==> src/common/reset_init_pkg.sv <==
package reset_init_pkg;

    // ------------------------------------------------------------
    // clock and time units
    // ------------------------------------------------------------
    localparam int unsigned CLK_MHZ = 100;
    localparam int unsigned CYC_PER_MS = CLK_MHZ * 1000;

    // ------------------------------------------------------------
    // phase timing, in osc_input_clock cycles unless named _MS; NZ_BYTES_MIN and NZ_BYTES_MAX are byte counts
    // ------------------------------------------------------------
    localparam int unsigned STATE_NOBOOT_CYC = 1300;
    localparam int unsigned STATE_BOOT_CYC = 70000;
    localparam int unsigned STATE_BYTE_MS = 25;
    localparam int unsigned STATE_BYTE_CYC = STATE_BYTE_MS * CYC_PER_MS;
    localparam int unsigned NZ_BYTES_MIN = 10;
    localparam int unsigned NZ_BYTES_MAX = 504;
    localparam int unsigned XRAM_BASE_CYC = 24000;
    localparam int unsigned XRAM_TEST_PER_BYTE = 214;
    localparam int unsigned XRAM_CLR_PER_BYTE = 152;
    localparam int unsigned SYSRAM_BASE_CYC = 27000;
    localparam int unsigned SYSRAM_PER_BUF = 1500;
    localparam int unsigned CKSUM_NOBOOT_CYC = 7200;
    localparam int unsigned CKSUM_BOOT_CYC = 82000;
    localparam int unsigned CKSUM_BOOT_MS = 100;
    localparam int unsigned CKSUM_BOOT_EXTRA = CKSUM_BOOT_MS * CYC_PER_MS;
    localparam int unsigned CKSUM_PER_BYTE = 175;

    // ------------------------------------------------------------
    // maintenance pin timing
    // ------------------------------------------------------------
    localparam int unsigned PIN_HALF_CYC = 65536;
    localparam int unsigned LED_BLINK_MS = 1000;
    localparam int unsigned LED_HALF_CYC = LED_BLINK_MS * CYC_PER_MS;

    // ------------------------------------------------------------
    // widths and device state codes
    // ------------------------------------------------------------
    localparam int unsigned CNT_W = 32;
    localparam int unsigned UID_W = 48;
    localparam int unsigned PROG_ID_W = 64;
    localparam logic [3:0] CODE_APPLESS = 4'h3;
    localparam logic [3:0] CODE_UNCONFIG = 4'h2;
    localparam logic [3:0] CODE_OFFLINE = 4'h6;
    localparam logic [3:0] CODE_CONFIG = 4'h4;

    typedef enum logic [2:0] {
        PH_IDLE = 3'b000,
        PH_STATE = 3'b001,
        PH_XRAM = 3'b010,
        PH_SYSRAM = 3'b011,
        PH_CKSUM = 3'b100,
        PH_DONE = 3'b101
    } phase_t;

endpackage

==> src/verilog/reset_init_and_maint_pin_control.sv <==
`timescale 1ns/1ns

// Summary of operation
// - state init takes 1300 cycles, or 70000 plus 25 ms per non-zero byte on boot
// - non-zero boot byte count is held between 10 and 504
// - ram init 24000 plus 214 per byte testing, 152 per app byte clearing
// - with ram test disabled, only the application ram area is cleared
// - system ram setup takes 27000 plus 1500 per allocated buffer
// - checksum init 7200 plus 175 per byte, or 82000 plus 100 ms on boot
// - boot checksum timing only when booting into configured or unconfigured state
// - port init and seed calculation overlap other phases, adding no time
// - pin alternates input and open-drain output, 50% duty, 76 Hz at 10 MHz
// - alternation rate scales with the input clock, 50 Hz at 6.5536 MHz
// - on-chip pull-up holds the pin high as input, enabled by default
// - led blinks at 1/2 Hz while no network address is configured
// - led on for code 3, flashing for code 2, off for codes 6 and 4
// - grounding the active-low pin requests an identification message
// - at most one identification message per pin transition
// - message goes into the next free priority or non-priority buffer
// - applicationless device without external pull-up sends message after each reset
// - pin level is ignored while reset is applied
module reset_init_and_maint_pin_control
    import reset_init_pkg::*;
#(
    parameter int unsigned STATE_BOOT = STATE_BOOT_CYC,
    parameter int unsigned STATE_BYTE = STATE_BYTE_CYC,
    parameter int unsigned XRAM_BASE = XRAM_BASE_CYC,
    parameter int unsigned SYSRAM_BASE = SYSRAM_BASE_CYC,
    parameter int unsigned CKSUM_NOBOOT = CKSUM_NOBOOT_CYC,
    parameter int unsigned CKSUM_BOOT = CKSUM_BOOT_CYC,
    parameter int unsigned CKSUM_EXTRA = CKSUM_BOOT_EXTRA,
    parameter int unsigned PIN_HALF = PIN_HALF_CYC,
    parameter int unsigned LED_HALF = LED_HALF_CYC
) (
    input wire logic clk_sys_i,
    input wire logic rstn_i,
    input wire logic ce_i,
    input wire logic boot_req_i,
    input wire logic boot_to_appless_i,
    input wire logic [8:0] nz_bytes_i,
    input wire logic ram_present_i,
    input wire logic ram_test_en_i,
    input wire logic [15:0] ram_bytes_i,
    input wire logic [15:0] app_ram_bytes_i,
    input wire logic [7:0] buffers_i,
    input wire logic [15:0] cksum_bytes_i,
    input wire logic [3:0] state_code_i,
    input wire logic pullup_dis_i,
    input wire logic maint_pin_i,
    input wire logic prio_buf_free_i,
    input wire logic nonprio_buf_free_i,
    input wire logic [UID_W-1:0] node_unique_id_i,
    input wire logic [PROG_ID_W-1:0] prog_id_i,
    output logic maint_pin_o,
    output logic maint_oe_o,
    output logic maint_pullup_o,
    output logic [2:0] phase_o,
    output logic init_done_o,
    output logic par_init_run_o,
    output logic id_push_o,
    output logic id_prio_o,
    output logic [UID_W-1:0] id_uid_o,
    output logic [PROG_ID_W-1:0] id_prog_o
);

    // ------------------------------------------------------------
    // phase lengths
    // ------------------------------------------------------------
    phase_t phase;
    phase_t next_phase;
    logic [CNT_W-1:0] cnt;
    logic [CNT_W-1:0] next_len;
    wire logic [8:0] nz_lo = (nz_bytes_i < 9'(NZ_BYTES_MIN)) ? 9'(NZ_BYTES_MIN) : nz_bytes_i;
    wire logic [8:0] nz_cl = (nz_lo > 9'(NZ_BYTES_MAX)) ? 9'(NZ_BYTES_MAX) : nz_lo;
    wire logic [CNT_W-1:0] len_state = boot_req_i
        ? CNT_W'(STATE_BOOT + 64'(nz_cl) * STATE_BYTE)
        : CNT_W'(STATE_NOBOOT_CYC);
    // clearing only touches the application area, so its size drives the count
    wire logic [CNT_W-1:0] len_xram = ram_test_en_i
        ? CNT_W'(XRAM_BASE + 32'(ram_bytes_i) * XRAM_TEST_PER_BYTE)
        : CNT_W'(XRAM_BASE + 32'(app_ram_bytes_i) * XRAM_CLR_PER_BYTE);
    wire logic [CNT_W-1:0] len_sysram =
        CNT_W'(SYSRAM_BASE + 32'(buffers_i) * SYSRAM_PER_BUF);
    wire logic cksum_long = boot_req_i && !boot_to_appless_i;
    wire logic [CNT_W-1:0] len_cksum = cksum_long
        ? CNT_W'(CKSUM_BOOT + CKSUM_EXTRA + 32'(cksum_bytes_i) * CKSUM_PER_BYTE)
        : CNT_W'(CKSUM_NOBOOT + 32'(cksum_bytes_i) * CKSUM_PER_BYTE);
    wire logic phase_end = (cnt == '0);

    // ------------------------------------------------------------
    // sequencer
    // ------------------------------------------------------------
    // port init and seed calculation run beside the timed phases, so
    // they get no phase of their own and only a busy level
    always_comb begin
        next_phase = phase;
        next_len = '0;
        case (phase)
            PH_IDLE: begin
                next_phase = PH_STATE;
                next_len = len_state;
            end
            PH_STATE: begin
                if (phase_end) begin
                    // no off-chip ram means nothing to test or clear
                    if (ram_present_i) begin
                        next_phase = PH_XRAM;
                        next_len = len_xram;
                    end else begin
                        next_phase = PH_SYSRAM;
                        next_len = len_sysram;
                    end
                end
            end
            PH_XRAM: begin
                if (phase_end) begin
                    next_phase = PH_SYSRAM;
                    next_len = len_sysram;
                end
            end
            PH_SYSRAM: begin
                if (phase_end) begin
                    next_phase = PH_CKSUM;
                    next_len = len_cksum;
                end
            end
            PH_CKSUM: begin
                if (phase_end) begin
                    next_phase = PH_DONE;
                end
            end
            PH_DONE: begin
                next_phase = PH_DONE;
            end
            default: begin
                next_phase = PH_IDLE;
            end
        endcase
    end

    // a phase of length n holds for n cycles: load n-1, leave at zero
    always_ff @(posedge clk_sys_i) begin
        if (!rstn_i) begin
            phase <= PH_IDLE;
            cnt <= '0;
        end else if (ce_i) begin
            phase <= next_phase;
            if (next_phase != phase) begin
                cnt <= (next_len == '0) ? '0 : next_len - 1'b1;
            end else if (!phase_end) begin
                cnt <= cnt - 1'b1;
            end
        end
    end

    always_ff @(posedge clk_sys_i) begin
        if (!rstn_i) begin
            phase_o <= PH_IDLE;
            init_done_o <= 1'b0;
            par_init_run_o <= 1'b0;
        end else if (ce_i) begin
            phase_o <= next_phase;
            init_done_o <= (next_phase == PH_DONE);
            par_init_run_o <= (next_phase != PH_IDLE) && (next_phase != PH_DONE);
        end
    end

    // ------------------------------------------------------------
    // pin alternation and led pattern
    // ------------------------------------------------------------
    logic [16:0] alt_cnt;
    logic [CNT_W-1:0] led_cnt;
    logic led_flash;
    // the top bit of a 2^17 divider gives two equal halves of 2^16
    wire logic alt_drive = alt_cnt[16];
    wire logic alt_last = (alt_cnt[15:0] == 16'(PIN_HALF - 1));
    wire logic code_on = (state_code_i == CODE_APPLESS);
    wire logic code_flash = (state_code_i == CODE_UNCONFIG);
    // any other code, offline and configured among them, keeps the led dark
    wire logic led_lit = code_on || (code_flash && led_flash);

    always_ff @(posedge clk_sys_i) begin
        if (!rstn_i) begin
            alt_cnt <= '0;
        end else if (ce_i) begin
            if (alt_last) begin
                alt_cnt <= {~alt_cnt[16], 16'h0000};
            end else begin
                alt_cnt <= alt_cnt + 17'h00001;
            end
        end
    end

    always_ff @(posedge clk_sys_i) begin
        if (!rstn_i) begin
            led_cnt <= '0;
            led_flash <= 1'b0;
        end else if (ce_i) begin
            if (led_cnt == CNT_W'(LED_HALF - 1)) begin
                led_cnt <= '0;
                led_flash <= ~led_flash;
            end else begin
                led_cnt <= led_cnt + 1'b1;
            end
        end
    end

    // open drain: the data bit is always low, only the enable moves
    always_ff @(posedge clk_sys_i) begin
        if (!rstn_i) begin
            maint_pin_o <= 1'b0;
            maint_oe_o <= 1'b0;
            maint_pullup_o <= 1'b0;
        end else if (ce_i) begin
            maint_pin_o <= 1'b0;
            maint_oe_o <= alt_drive && led_lit && init_done_o;
            maint_pullup_o <= !pullup_dis_i && !alt_drive;
        end
    end

    // ------------------------------------------------------------
    // pin sampling and identification message
    // ------------------------------------------------------------
    logic pin_s1;
    logic pin_s2;
    logic pin_prev;
    logic id_pend;
    // reset forces both stages high so a floating pin during reset reads idle
    always_ff @(posedge clk_sys_i) begin
        if (!rstn_i) begin
            pin_s1 <= 1'b1;
            pin_s2 <= 1'b1;
        end else if (ce_i) begin
            pin_s1 <= maint_pin_i;
            pin_s2 <= pin_s1;
        end
    end

    // sample at the end of the three-state half so the pin has settled
    // and our own low drive cannot be mistaken for a button press
    wire logic sample_now = init_done_o && !alt_drive && alt_last;
    // previous level starts high: a pin held low with no pull-up fires once
    wire logic press = sample_now && !pin_s2 && pin_prev;
    wire logic buf_free = prio_buf_free_i || nonprio_buf_free_i;
    wire logic push = id_pend && buf_free;

    always_ff @(posedge clk_sys_i) begin
        if (!rstn_i) begin
            pin_prev <= 1'b1;
            id_pend <= 1'b0;
        end else if (ce_i) begin
            if (sample_now) begin
                pin_prev <= pin_s2;
            end
            // a new press in the push cycle keeps the request pending
            if (press) begin
                id_pend <= 1'b1;
            end else if (push) begin
                id_pend <= 1'b0;
            end
        end
    end

    always_ff @(posedge clk_sys_i) begin
        if (!rstn_i) begin
            id_push_o <= 1'b0;
            id_prio_o <= 1'b0;
            id_uid_o <= '0;
            id_prog_o <= '0;
        end else if (ce_i) begin
            id_push_o <= push;
            if (push) begin
                id_prio_o <= prio_buf_free_i;
                id_uid_o <= node_unique_id_i;
                id_prog_o <= prog_id_i;
            end
        end
    end

endmodule

==> config.mk <==
export PLATFORM = sky130hd
export DESIGN_NAME = reset_init_and_maint_pin_control
export DESIGN_NICKNAME = d
export VERILOG_FILES = /design/src/common/reset_init_pkg.sv /design/src/verilog/reset_init_and_maint_pin_control.sv
export SDC_FILE = /design/constraint.sdc
export NUM_CORES = 1
export LEC_CHECK = 0
export ABC_AREA = 0
export BUFFER_PORTS_ARGS = -buffer_cell sky130_fd_sc_hd__buf_2
export CORE_MARGIN = 4
export CORE_UTILIZATION = 40
export CTS_BUF_LIST = sky130_fd_sc_hd__clkbuf_16
export CTS_CLUSTER_DIAMETER = 30
export DETAILED_ROUTE_END_ITERATION = 10
export GPL_ROUTABILITY_DRIVEN = 0
export PLACE_DENSITY = 0.58
export SLEW_MARGIN = 20
export SYNTH_ARGS = -nofsm -noshare
export SYNTH_HDL_FRONTEND = slang
export SYNTH_SLANG_ARGS = --single-unit
export TNS_END_PERCENT = 30
==> constraint.sdc <==
create_clock -name clk_sys_i -period 11.8 [get_ports clk_sys_i]
set_input_delay 1.18 -clock clk_sys_i [delete_from_list [all_inputs] [get_ports clk_sys_i]]
set_output_delay 1.18 -clock clk_sys_i [all_outputs]
set_load 0.1 [all_outputs]
==> impl_metrics.ini, run 1 <==
[outcome]
status = completed

[timing]
hold_violations = 0
tns_ns = 0
fin_skew_ns = 0.0145
rsz0062_at_grt = false
final-setup-viol-count = 0
max_freq_mhz = 112
drv_slew = 0
period_needed_ns = 8.95
maxSlewHeadroom = 0.314
worstMarginPinSlew_ns = 1.03
fin_crit_sh = 0.758

[setup_path]
crit_path_max_fanout = 23
rrSetupSlack_ns = 6.73
max_stage_delay_ns = 0.74
crit_path_frequent_cell = ha_1
endpoint_kind = flip-flop
worst_r2r_endpoint = cnt[30]$_SDFFE_PN0P_
crit_path_top_delay_cell = a21boi_1
required_ns = 12.19
cp-start-kind = primary input
reg2reg_depth = 12
cp.arrival_ns = 9.34
r2r_start = cnt[8]$_SDFFE_PN0P_
criticalPathCategory = in2reg

[clock_tree]
clock-sinks = 207
cts_buffer_depth = 3
cts_root_buf = clkbuf_16
clk_pin_slew_worst_paths_ns = 0.04
hold_buffers = 0
cts_tree = done
cts-resized-gates = 0
insertion_delay_ns = 0.51
cts-buffers-inserted = 38
cts_max_level = 2
post_cts_buffers = 0

[global_route]
antenna_found_initial = 3
use_met1 = 0.287
use_met2 = 0.340
grt_pass1_wl_um = 113000
grt_max_degree = 88
grt_use_met3 = 0.0304
grt-ovfl-total = 0
grt_pass1_vias = 21100
grtUsageTotal = 0.205
busiest_layer = met2

[logic_synthesis]
ys.flop_type = dfxtp_1
netlist_area_mm2 = 0.0245
synth_seq_cells = 207
synth_nets = 3714
synthAdderAreaFrac = 0.273
yosys.area_share.simple = 0.199
yosys_warnings = 0
synth_top_family_by_area = adder cells
async_flop_share = 0
yosysUniqueCellTypes = 103
muxShareOfSynthArea = 0.00878
synth_compound_area_frac = 0.209
synthXorXnorAreaFrac = 0.0608
syn_avg_cell_area_um2 = 7.96
synth_edf_count = 0
syn_inst = 3077
yosysSeqAreaShare = 0.169

[worst_hold_path]
hold_path_depth = 2
hold_start = id_prog_o[45]$_SDFFE_PN0P_
whs_endpoint = id_prog_o[45]$_SDFFE_PN0P_
min_path_type = reg2reg

[floorplan]
start_util = 0.405
die_area_mm2 = 0.0653
io_pins = 314
fp.dieW_um = 256
die_h_um = 256
core_area_mm2 = 0.0605
rows = 90

[pwr]
p_leak_uw = 0.0128
ir_drop_uv = 133
powerDensity_mw_per_mm2 = 236

[cells_and_area]
final_area_mm2 = 0.0278
mostFrequentLayoutCells = inv_1 (379), nand2_1 (376), buf_2 (311), ha_1 (295), dfxtp_1 (207)
area_growth_pct = 13.5
multi_input_area_mm2 = 0.0184
final_util = 0.460
area.sequential_mm2 = 0.00414
drive_above_1_share = 0.131
nets = 3945
fillers = 6176
layout_commonest_cell = inv_1

[drt]
post-route-drc-count = 0
wire_per_inst_um = 16.8
drtIter0Drc = 1414
wirelength_um = 69100
drtPass1Iterations = 5
ant_nets = 0
via_count = 21900
routed_via_density = 5.32

[job]
maxCapViolCount = 0

[placement]
hpwl_um = 55800
port_buffers = 312
postPlaceCellArea_mm2 = 0.0266
worst max-delay path by stage:
stage                             start                   end  slack, ns  cells after the start
after floorplan           nz_bytes_i[5]  cnt[31]$_SDFFE_PN0P_       3.85                     30
after CTS                 nz_bytes_i[7]  cnt[10]$_SDFFE_PN0P_       2.68                     32
after detailed placement  nz_bytes_i[7]  cnt[10]$_SDFFE_PN0P_       2.16                     32
final                     nz_bytes_i[7]  cnt[10]$_SDFFE_PN0P_       2.85                     32
after global routing      nz_bytes_i[7]   cnt[2]$_SDFFE_PN0P_       2.41                     30
after global placement    nz_bytes_i[4]  cnt[10]$_SDFFE_PN0P_       2.48                     32
sequential cells by signal, summed over array words and instances (netlist names):
register	flops
maint_oe_o	1
id_push_o	1
pin_s2	1
phase_o	3
init_done_o	1
id_prog_o	64
id_prio_o	1
pin_s1	1
alt_cnt	17
id_pend	1
par_init_run_o	1
led_cnt	32
cnt	32
led_flash	1
id_uid_o	48
pin_prev	1
maint_pullup_o	1
per-layer routing:
| metal | vias up | part of all wire |
|---|---|---|
| met3 | 74 | 0.045 |
| met2 | 421 | 0.46 |
| met1 | 10300 | 0.47 |
| li1 | 11100 | - |
| met5 | - | 0.00010 |
| met4 | 2 | 0.020 |
final cells by class:
cell class                 count  area share
multi-input combinational   2366       0.663
sequential                   207       0.149
timing repair buffer         325      0.0597
inverter                     370      0.0499
tap                          782      0.0352
clock buffer                  39      0.0351
clock inverter                29     0.00828
antenna                        2    0.000180
cell families after synthesis:
| kind of cell | count (synthesis) |
|---|---|
| AOI/OAI and AO/OA | 740 |
| xor gates and xnor gates | 167 |
| adders and majority gates | 445 |
| buffers and inverters | 504 |
| DFF | 207 |
| muxes | 21 |
| other | 1 |
| and+or+nand+nor | 992 |
per-stage QoR:
step	hold slack, ns	setup slack, ns	std cells	power [uW]
6_report	0.455	2.85	4120	6550
2_1_floorplan	0.441	3.85	3077	4370
5_1_grt	0.475	2.41	4120	7180
3_3_place_gp	0.450	2.48	4050	5470
4_1_cts	0.461	2.68	4118	6530
3_5_place_dp	0.454	2.16	4050	5460
cell usage after synthesis (all sizes together), types with 19 or more instances:
cell    instances  area [um2]
dfxtp         207        4140
and3           41         257
a221oi         19         223
o21a           33         248
and2           29         181
nor3           69         355
a21oi         148         756
buf            34         190
a21o           31         233
nand4          29         181
o21ai         133         669
xor2           81         709
fa            150        3000
nor4           25         156
a211oi         41         323
a21boi        135        1020
nor2          170         643
nand2b         32         200
nor2b          38         238
clkbuf        100         379
or3            25         156
inv           370        1390
o211ai         25         193
nand2         377        1420
a31oi          24         150
nand3          66         330
ha            295        3690
xnor2          86         780
report_power, final:
group          total, uW  internal (uW)  leakage, uW  switching, uW
Combinational       4760           1820       0.0105           2950
Clock               1020            663     0.000616            361
Sequential           765            729      0.00167           35.7
Total               6550           3210       0.0128           3340
worst max-delay path, delay by kind of cell:
kind / cells / cell delay [ns]
and+or+nand+nor: 10 / 2.76
AOI/OAI and AO/OA: 8 / 2.30
adders and majority gates: 7 / 2.07
buffers and inverters: 6 / 0.88
xor gates and xnor gates: 1 / 0.13
Note: power is estimated with default switching activity, not from simulation.
==> inputs of run 2 (changes only) <==
- clock period: 11.8 -> 9.25 ns (I/O delays scaled with it)
==> run 2 against run 1 <==
  * Hold slack better by 0.0037 ns
  * Largest cell class unchanged
  * Design area up 0.27%
  * Total power up 29%
  * Critical path type unchanged
  * Clock power up 33%
  * Via count down 0.55%
  * Core utilization up 0.13 points
  * Global-route usage down 0.12 points
  * First-iteration DRC count down 0.28%
  * Non-clock buffer count up 3
==> impl_metrics.ini, run 2 (synthesis gave the netlist of run 1 again) <==
[global_route]
grtUsageTotal = 0.204
grt_max_degree = 99
grt_pass1_wl_um = 113000
grt-ovfl-total = 0
antenna_found_initial = 7
grt_pass1_vias = 20900

[cells_and_area]
nets = 3947
area_growth_pct = 13.8
top_register = id_prog_o
drive_above_1_share = 0.134
mostFrequentLayoutCells = nand2_1 (377), inv_1 (374), buf_2 (311), ha_1 (295), dfxtp_1 (207)
largest_reg_flops = 64
final_util = 0.461
layout_commonest_cell = nand2_1
fillers = 6172
reg.largest.list = id_prog_o x64, id_uid_o x48

[clock_tree]
cts_tree = done
cts-buffers-inserted = 37
clock-sinks = 207
clk_pin_slew_worst_paths_ns = 0.05
cts_buffer_depth = 3
cts-resized-gates = 0
post_cts_buffers = 0
cts_max_level = 2
hold_buffers = 0
insertion_delay_ns = 0.53
cts_root_buf = clkbuf_16

[timing]
drv_slew = 0
fin_skew_ns = 0.0243
maxSlewHeadroom = 0.292
period_needed_ns = 8.50
max_freq_mhz = 118
hold_violations = 0
final-setup-viol-count = 0
tns_ns = 0
worstMarginPinSlew_ns = 1.06
fin_crit_sh = 0.919
rsz0062_at_grt = false

[placement]
port_buffers = 312
hpwl_um = 55500

[setup_path]
cp.arrival_ns = 8.89
cp-start-kind = primary input
r2r_start = cnt[8]$_SDFFE_PN0P_
cp_top_family = simple AND/OR/NAND/NOR gates
crit_start = nz_bytes_i[5]
crit_path_top_delay_cell = or4_1
required_ns = 9.64
worstPathBufferInverterCount = 3
crit_path_frequent_cell = ha_1
max_stage_delay_ns = 0.60
crit_path_max_fanout = 9
endpoint_kind = flip-flop
criticalPathCategory = in2reg

[floorplan]
die_h_um = 256
start_util = 0.405
die_area_mm2 = 0.0653
io_pins = 314
fp.dieW_um = 256
core_area_mm2 = 0.0605
rows = 90

[worst_hold_path]
hold_start = id_uid_o[43]$_SDFFE_PN0P_
min_path_type = reg2reg

[drt]
wirelength_um = 68800
drtIter0Drc = 1410
post-route-drc-count = 0
ant_nets = 0
drtPass1Iterations = 6
routed_via_density = 5.29
wire_per_inst_um = 16.7
via_count = 21800

[pwr]
p_leak_uw = 0.0128
powerDensity_mw_per_mm2 = 303
ir_drop_uv = 194

[job]
maxCapViolCount = 0

[outcome]
status = completed
-- run 2: cell type report --
cell class	instances	area, um2	area share
repair buffers	328	1680	0.0604
well taps	782	978	0.0351
clock inverters	30	304	0.0109
diodes	5	12.5	0.000449
flip-flops and latches	207	4140	0.149
inverters	370	1390	0.0498
multi-input cells	2366	18400	0.661
clock buffers	38	951	0.0341
-- run 2: where the power goes --
part / switching (uW) / internal [uW] / leakage, uW
Clock: 489 / 869 / 0.000613
Combinational: 3790 / 2330 / 0.0105
Sequential: 46.4 / 930 / 0.00167
Total: 4320 / 4130 / 0.0128
-- run 2: layer usage --
metal	GRT usage	share of wire	vias to the layer above
met1	0.289	0.48	10100
met5	0	0.00010	-
li1	-	-	11100
met2	0.329	0.45	432
met3	0.0294	0.043	100
met4	0.0533	0.026	2
-- run 2: metrics by stage --
stage | setup WS (ns) | cells | instance area [um2] | hold slack (ns) | total power (uW)
4_1_cts | 0.860 | 4121 | 27900 | 0.462 | 8410
5_1_grt | 0.179 | 4126 | 27900 | 0.473 | 9210
3_3_place_gp | 0.597 | 4053 | 26600 | 0.450 | 6990
3_5_place_dp | 0.361 | 4053 | 26600 | 0.455 | 7000
6_report | 0.753 | 4126 | 27900 | 0.459 | 8450
2_1_floorplan | 1.55 | 3077 | 24500 | 0.441 | 5580
-- run 2: tightest hold or removal path, delay by kind of cell (launching register included) --
| family | cells | cell delay [ns] |
|---|---|---|
| simple gates | 1 | 0.04 |
| flops | 1 | 0.30 |
| compound gates | 1 | 0.06 |
-- run 2: worst paths after layout --
check,to,slack [ns],depth (start not counted)
min reg2reg,id_uid_o[43]$_SDFFE_PN0P_,0.46,2
max reg2reg,cnt[31]$_SDFFE_PN0P_,4.09,12
max,cnt[25]$_SDFFE_PN0P_,0.75,29
min,id_uid_o[43]$_SDFFE_PN0P_,0.46,2
==> inputs of run 3 (changes only) <==
- CORE_UTILIZATION: 40 -> 55
- PLACE_DENSITY: 0.58 -> 0.78
- clock period: 9.25 -> 7.5 ns (I/O delays scaled with it)
==> run 3 against run 2 <==
  * First-iteration DRC count increased by 42%
  * Combinational power up 31%
  * Die area fell by 26%
  * Cell count shrank 3.6%
==> impl_metrics.ini, run 3 (synthesis gave the netlist of run 1 again) <==
[outcome]
status = completed

[timing]
tns_ns = 0
worstMarginPinSlew_ns = 1.06
holdWs_ns = 0.446
rsz0062_at_grt = false
max_freq_mhz = 142
drv_slew = 0
hold_violations = 0
fin_skew_ns = 0.0195
fin_crit_sh = 0.936
maxSlewHeadroom = 0.291
period_needed_ns = 7.02
final-setup-viol-count = 0

[worst_hold_path]
min_path_type = in2reg
hold_path_depth = 3

[pwr]
p_seq_frac = 0.114
p_leak_uw = 0.0130
ir_drop_uv = 340
p_comb_frac = 0.757
power.internal_uw = 5150
sw_frac_of_total = 0.512
p_clk_frac = 0.129
powerDensity_mw_per_mm2 = 379
switchingPower_uw = 5400

[placement]
dp.cells = 3923
port_buffers = 312
hpwl_um = 55100

[cells_and_area]
fillers = 3889
drive_above_1_share = 0.149
top_register = id_prog_o
layout.cells.non_filler = 3976
area_growth_pct = 13.7
mostFrequentLayoutCells = nand2_1 (377), inv_1 (370), buf_2 (311), ha_1 (295), dfxtp_1 (207)
nets = 3999
reg.largest.list = id_prog_o x64, id_uid_o x48
layout_commonest_cell = nand2_1
largest_reg_flops = 64

[setup_path]
cp.arrival_ns = 7.48
required_ns = 7.96
crit_path_frequent_cell = ha_1
reg2reg_depth = 12
cp_top_family = simple AND/OR/NAND/NOR gates
endpoint_kind = flip-flop
worstPathBufferInverterCount = 6
crit_cells = 32
criticalPathCategory = in2reg
max_stage_delay_ns = 0.57
crit_path_top_delay_cell = or4b_4
cp-start-kind = primary input
crit_path_max_fanout = 4

[clock_tree]
cts-buffers-inserted = 29
clk_pin_slew_worst_paths_ns = 0.05
cts_tree = done
cts_max_level = 1
cts_buffer_depth = 3
clock-sinks = 207
cts_root_buf = clkbuf_16
hold_buffers = 0
insertion_delay_ns = 0.54

[floorplan]
die_area_mm2 = 0.0480
io_pins = 314
start_util = 0.555
rows = 77
core_area_mm2 = 0.0441
die_h_um = 219
fp.dieW_um = 219

[drt]
met2_length_um = 32700
drtIter0Drc = 2006
via_count = 23400
drtPass1Iterations = 9
met1_length_um = 29000
top_layer = met4
ant_nets = 0
wirelength_um = 68700
dr_wl_met3_um = 4950
wire_per_inst_um = 17.3
routed_via_density = 5.88
post-route-drc-count = 0

[global_route]
grt_pass1_wl_um = 111000
grt-ovfl-total = 0
antenna_found_initial = 1
grt_max_degree = 129
grt_pass1_vias = 22900
grtUsageTotal = 0.273

[job]
maxCapViolCount = 0
==> run 3: timing repair <==
action	4_1_cts	5_1_grt
buffers inserted	0	0
setup endpoints to repair	0	25
resized for setup	0	5
endpoints found under the hold margin	0	0
==> run 3: area by class of cell <==
| type | instances | area (um2) | area share |
|---|---|---|---|
| Clock inverter | 23 | 245 | 0.00881 |
| Clock buffer | 29 | 726 | 0.0261 |
| Tap cell | 592 | 741 | 0.0266 |
| Antenna cell | 1 | 2.50 | 0.0000898 |
| Inverter | 370 | 1390 | 0.0499 |
| Multi-Input combinational cell | 2366 | 18500 | 0.663 |
| Timing Repair Buffer | 388 | 2150 | 0.0772 |
| Sequential cell | 207 | 4140 | 0.149 |
==> run 3: worst register-to-register path, delay by kind of cell, from the launching register on <==
kind	cells	cell delay, ns
AOI/OAI and AO/OA	6	2.10
and+or+nand+nor	4	2.03
buffers and inverters	2	0.45
DFF	1	0.36
==> run 3: worst paths after layout <==
kind | start | to | slack (ns)
worst max-delay path | nz_bytes_i[5] | cnt[30]$_SDFFE_PN0P_ | 0.48
worst min register to register | id_uid_o[8]$_SDFFE_PN0P_ | id_uid_o[8]$_SDFFE_PN0P_ | 0.46
worst max register to register | cnt[8]$_SDFFE_PN0P_ | cnt[31]$_SDFFE_PN0P_ | 2.47
worst min-delay path | maint_pin_i | pin_s1$_SDFFE_PN1P_ | 0.45
==> run 3: layer usage <==
layer,GRT usage,vias to the layer above
met4,0.0727,0
li1,-,11200
met5,0,-
met3,0.0467,153
met2,0.461,871
met1,0.362,11100
==> run 3: power groups by stage <==
stage	logic, uW	registers, uW	clock network [uW]
floorplan	5660	1210	0
global placement	7460	1220	0
detailed placement	7690	1220	0
CTS	7760	1200	1380
global route	8740	1210	1440
finish	7990	1200	1370
==> run 3: through the flow <==
step           instance area, um2  utilization  setup slack, ns  total power (uW)
6_report                    27900        0.631            0.476             10600
3_3_place_gp                26800        0.608           0.0950              8680
4_1_cts                     27800        0.630            0.307             10300
5_1_grt                     27800        0.631           0.0392             11400
2_1_floorplan               24500            -          0.00132              6880
3_5_place_dp                26800        0.608           -0.126              8910
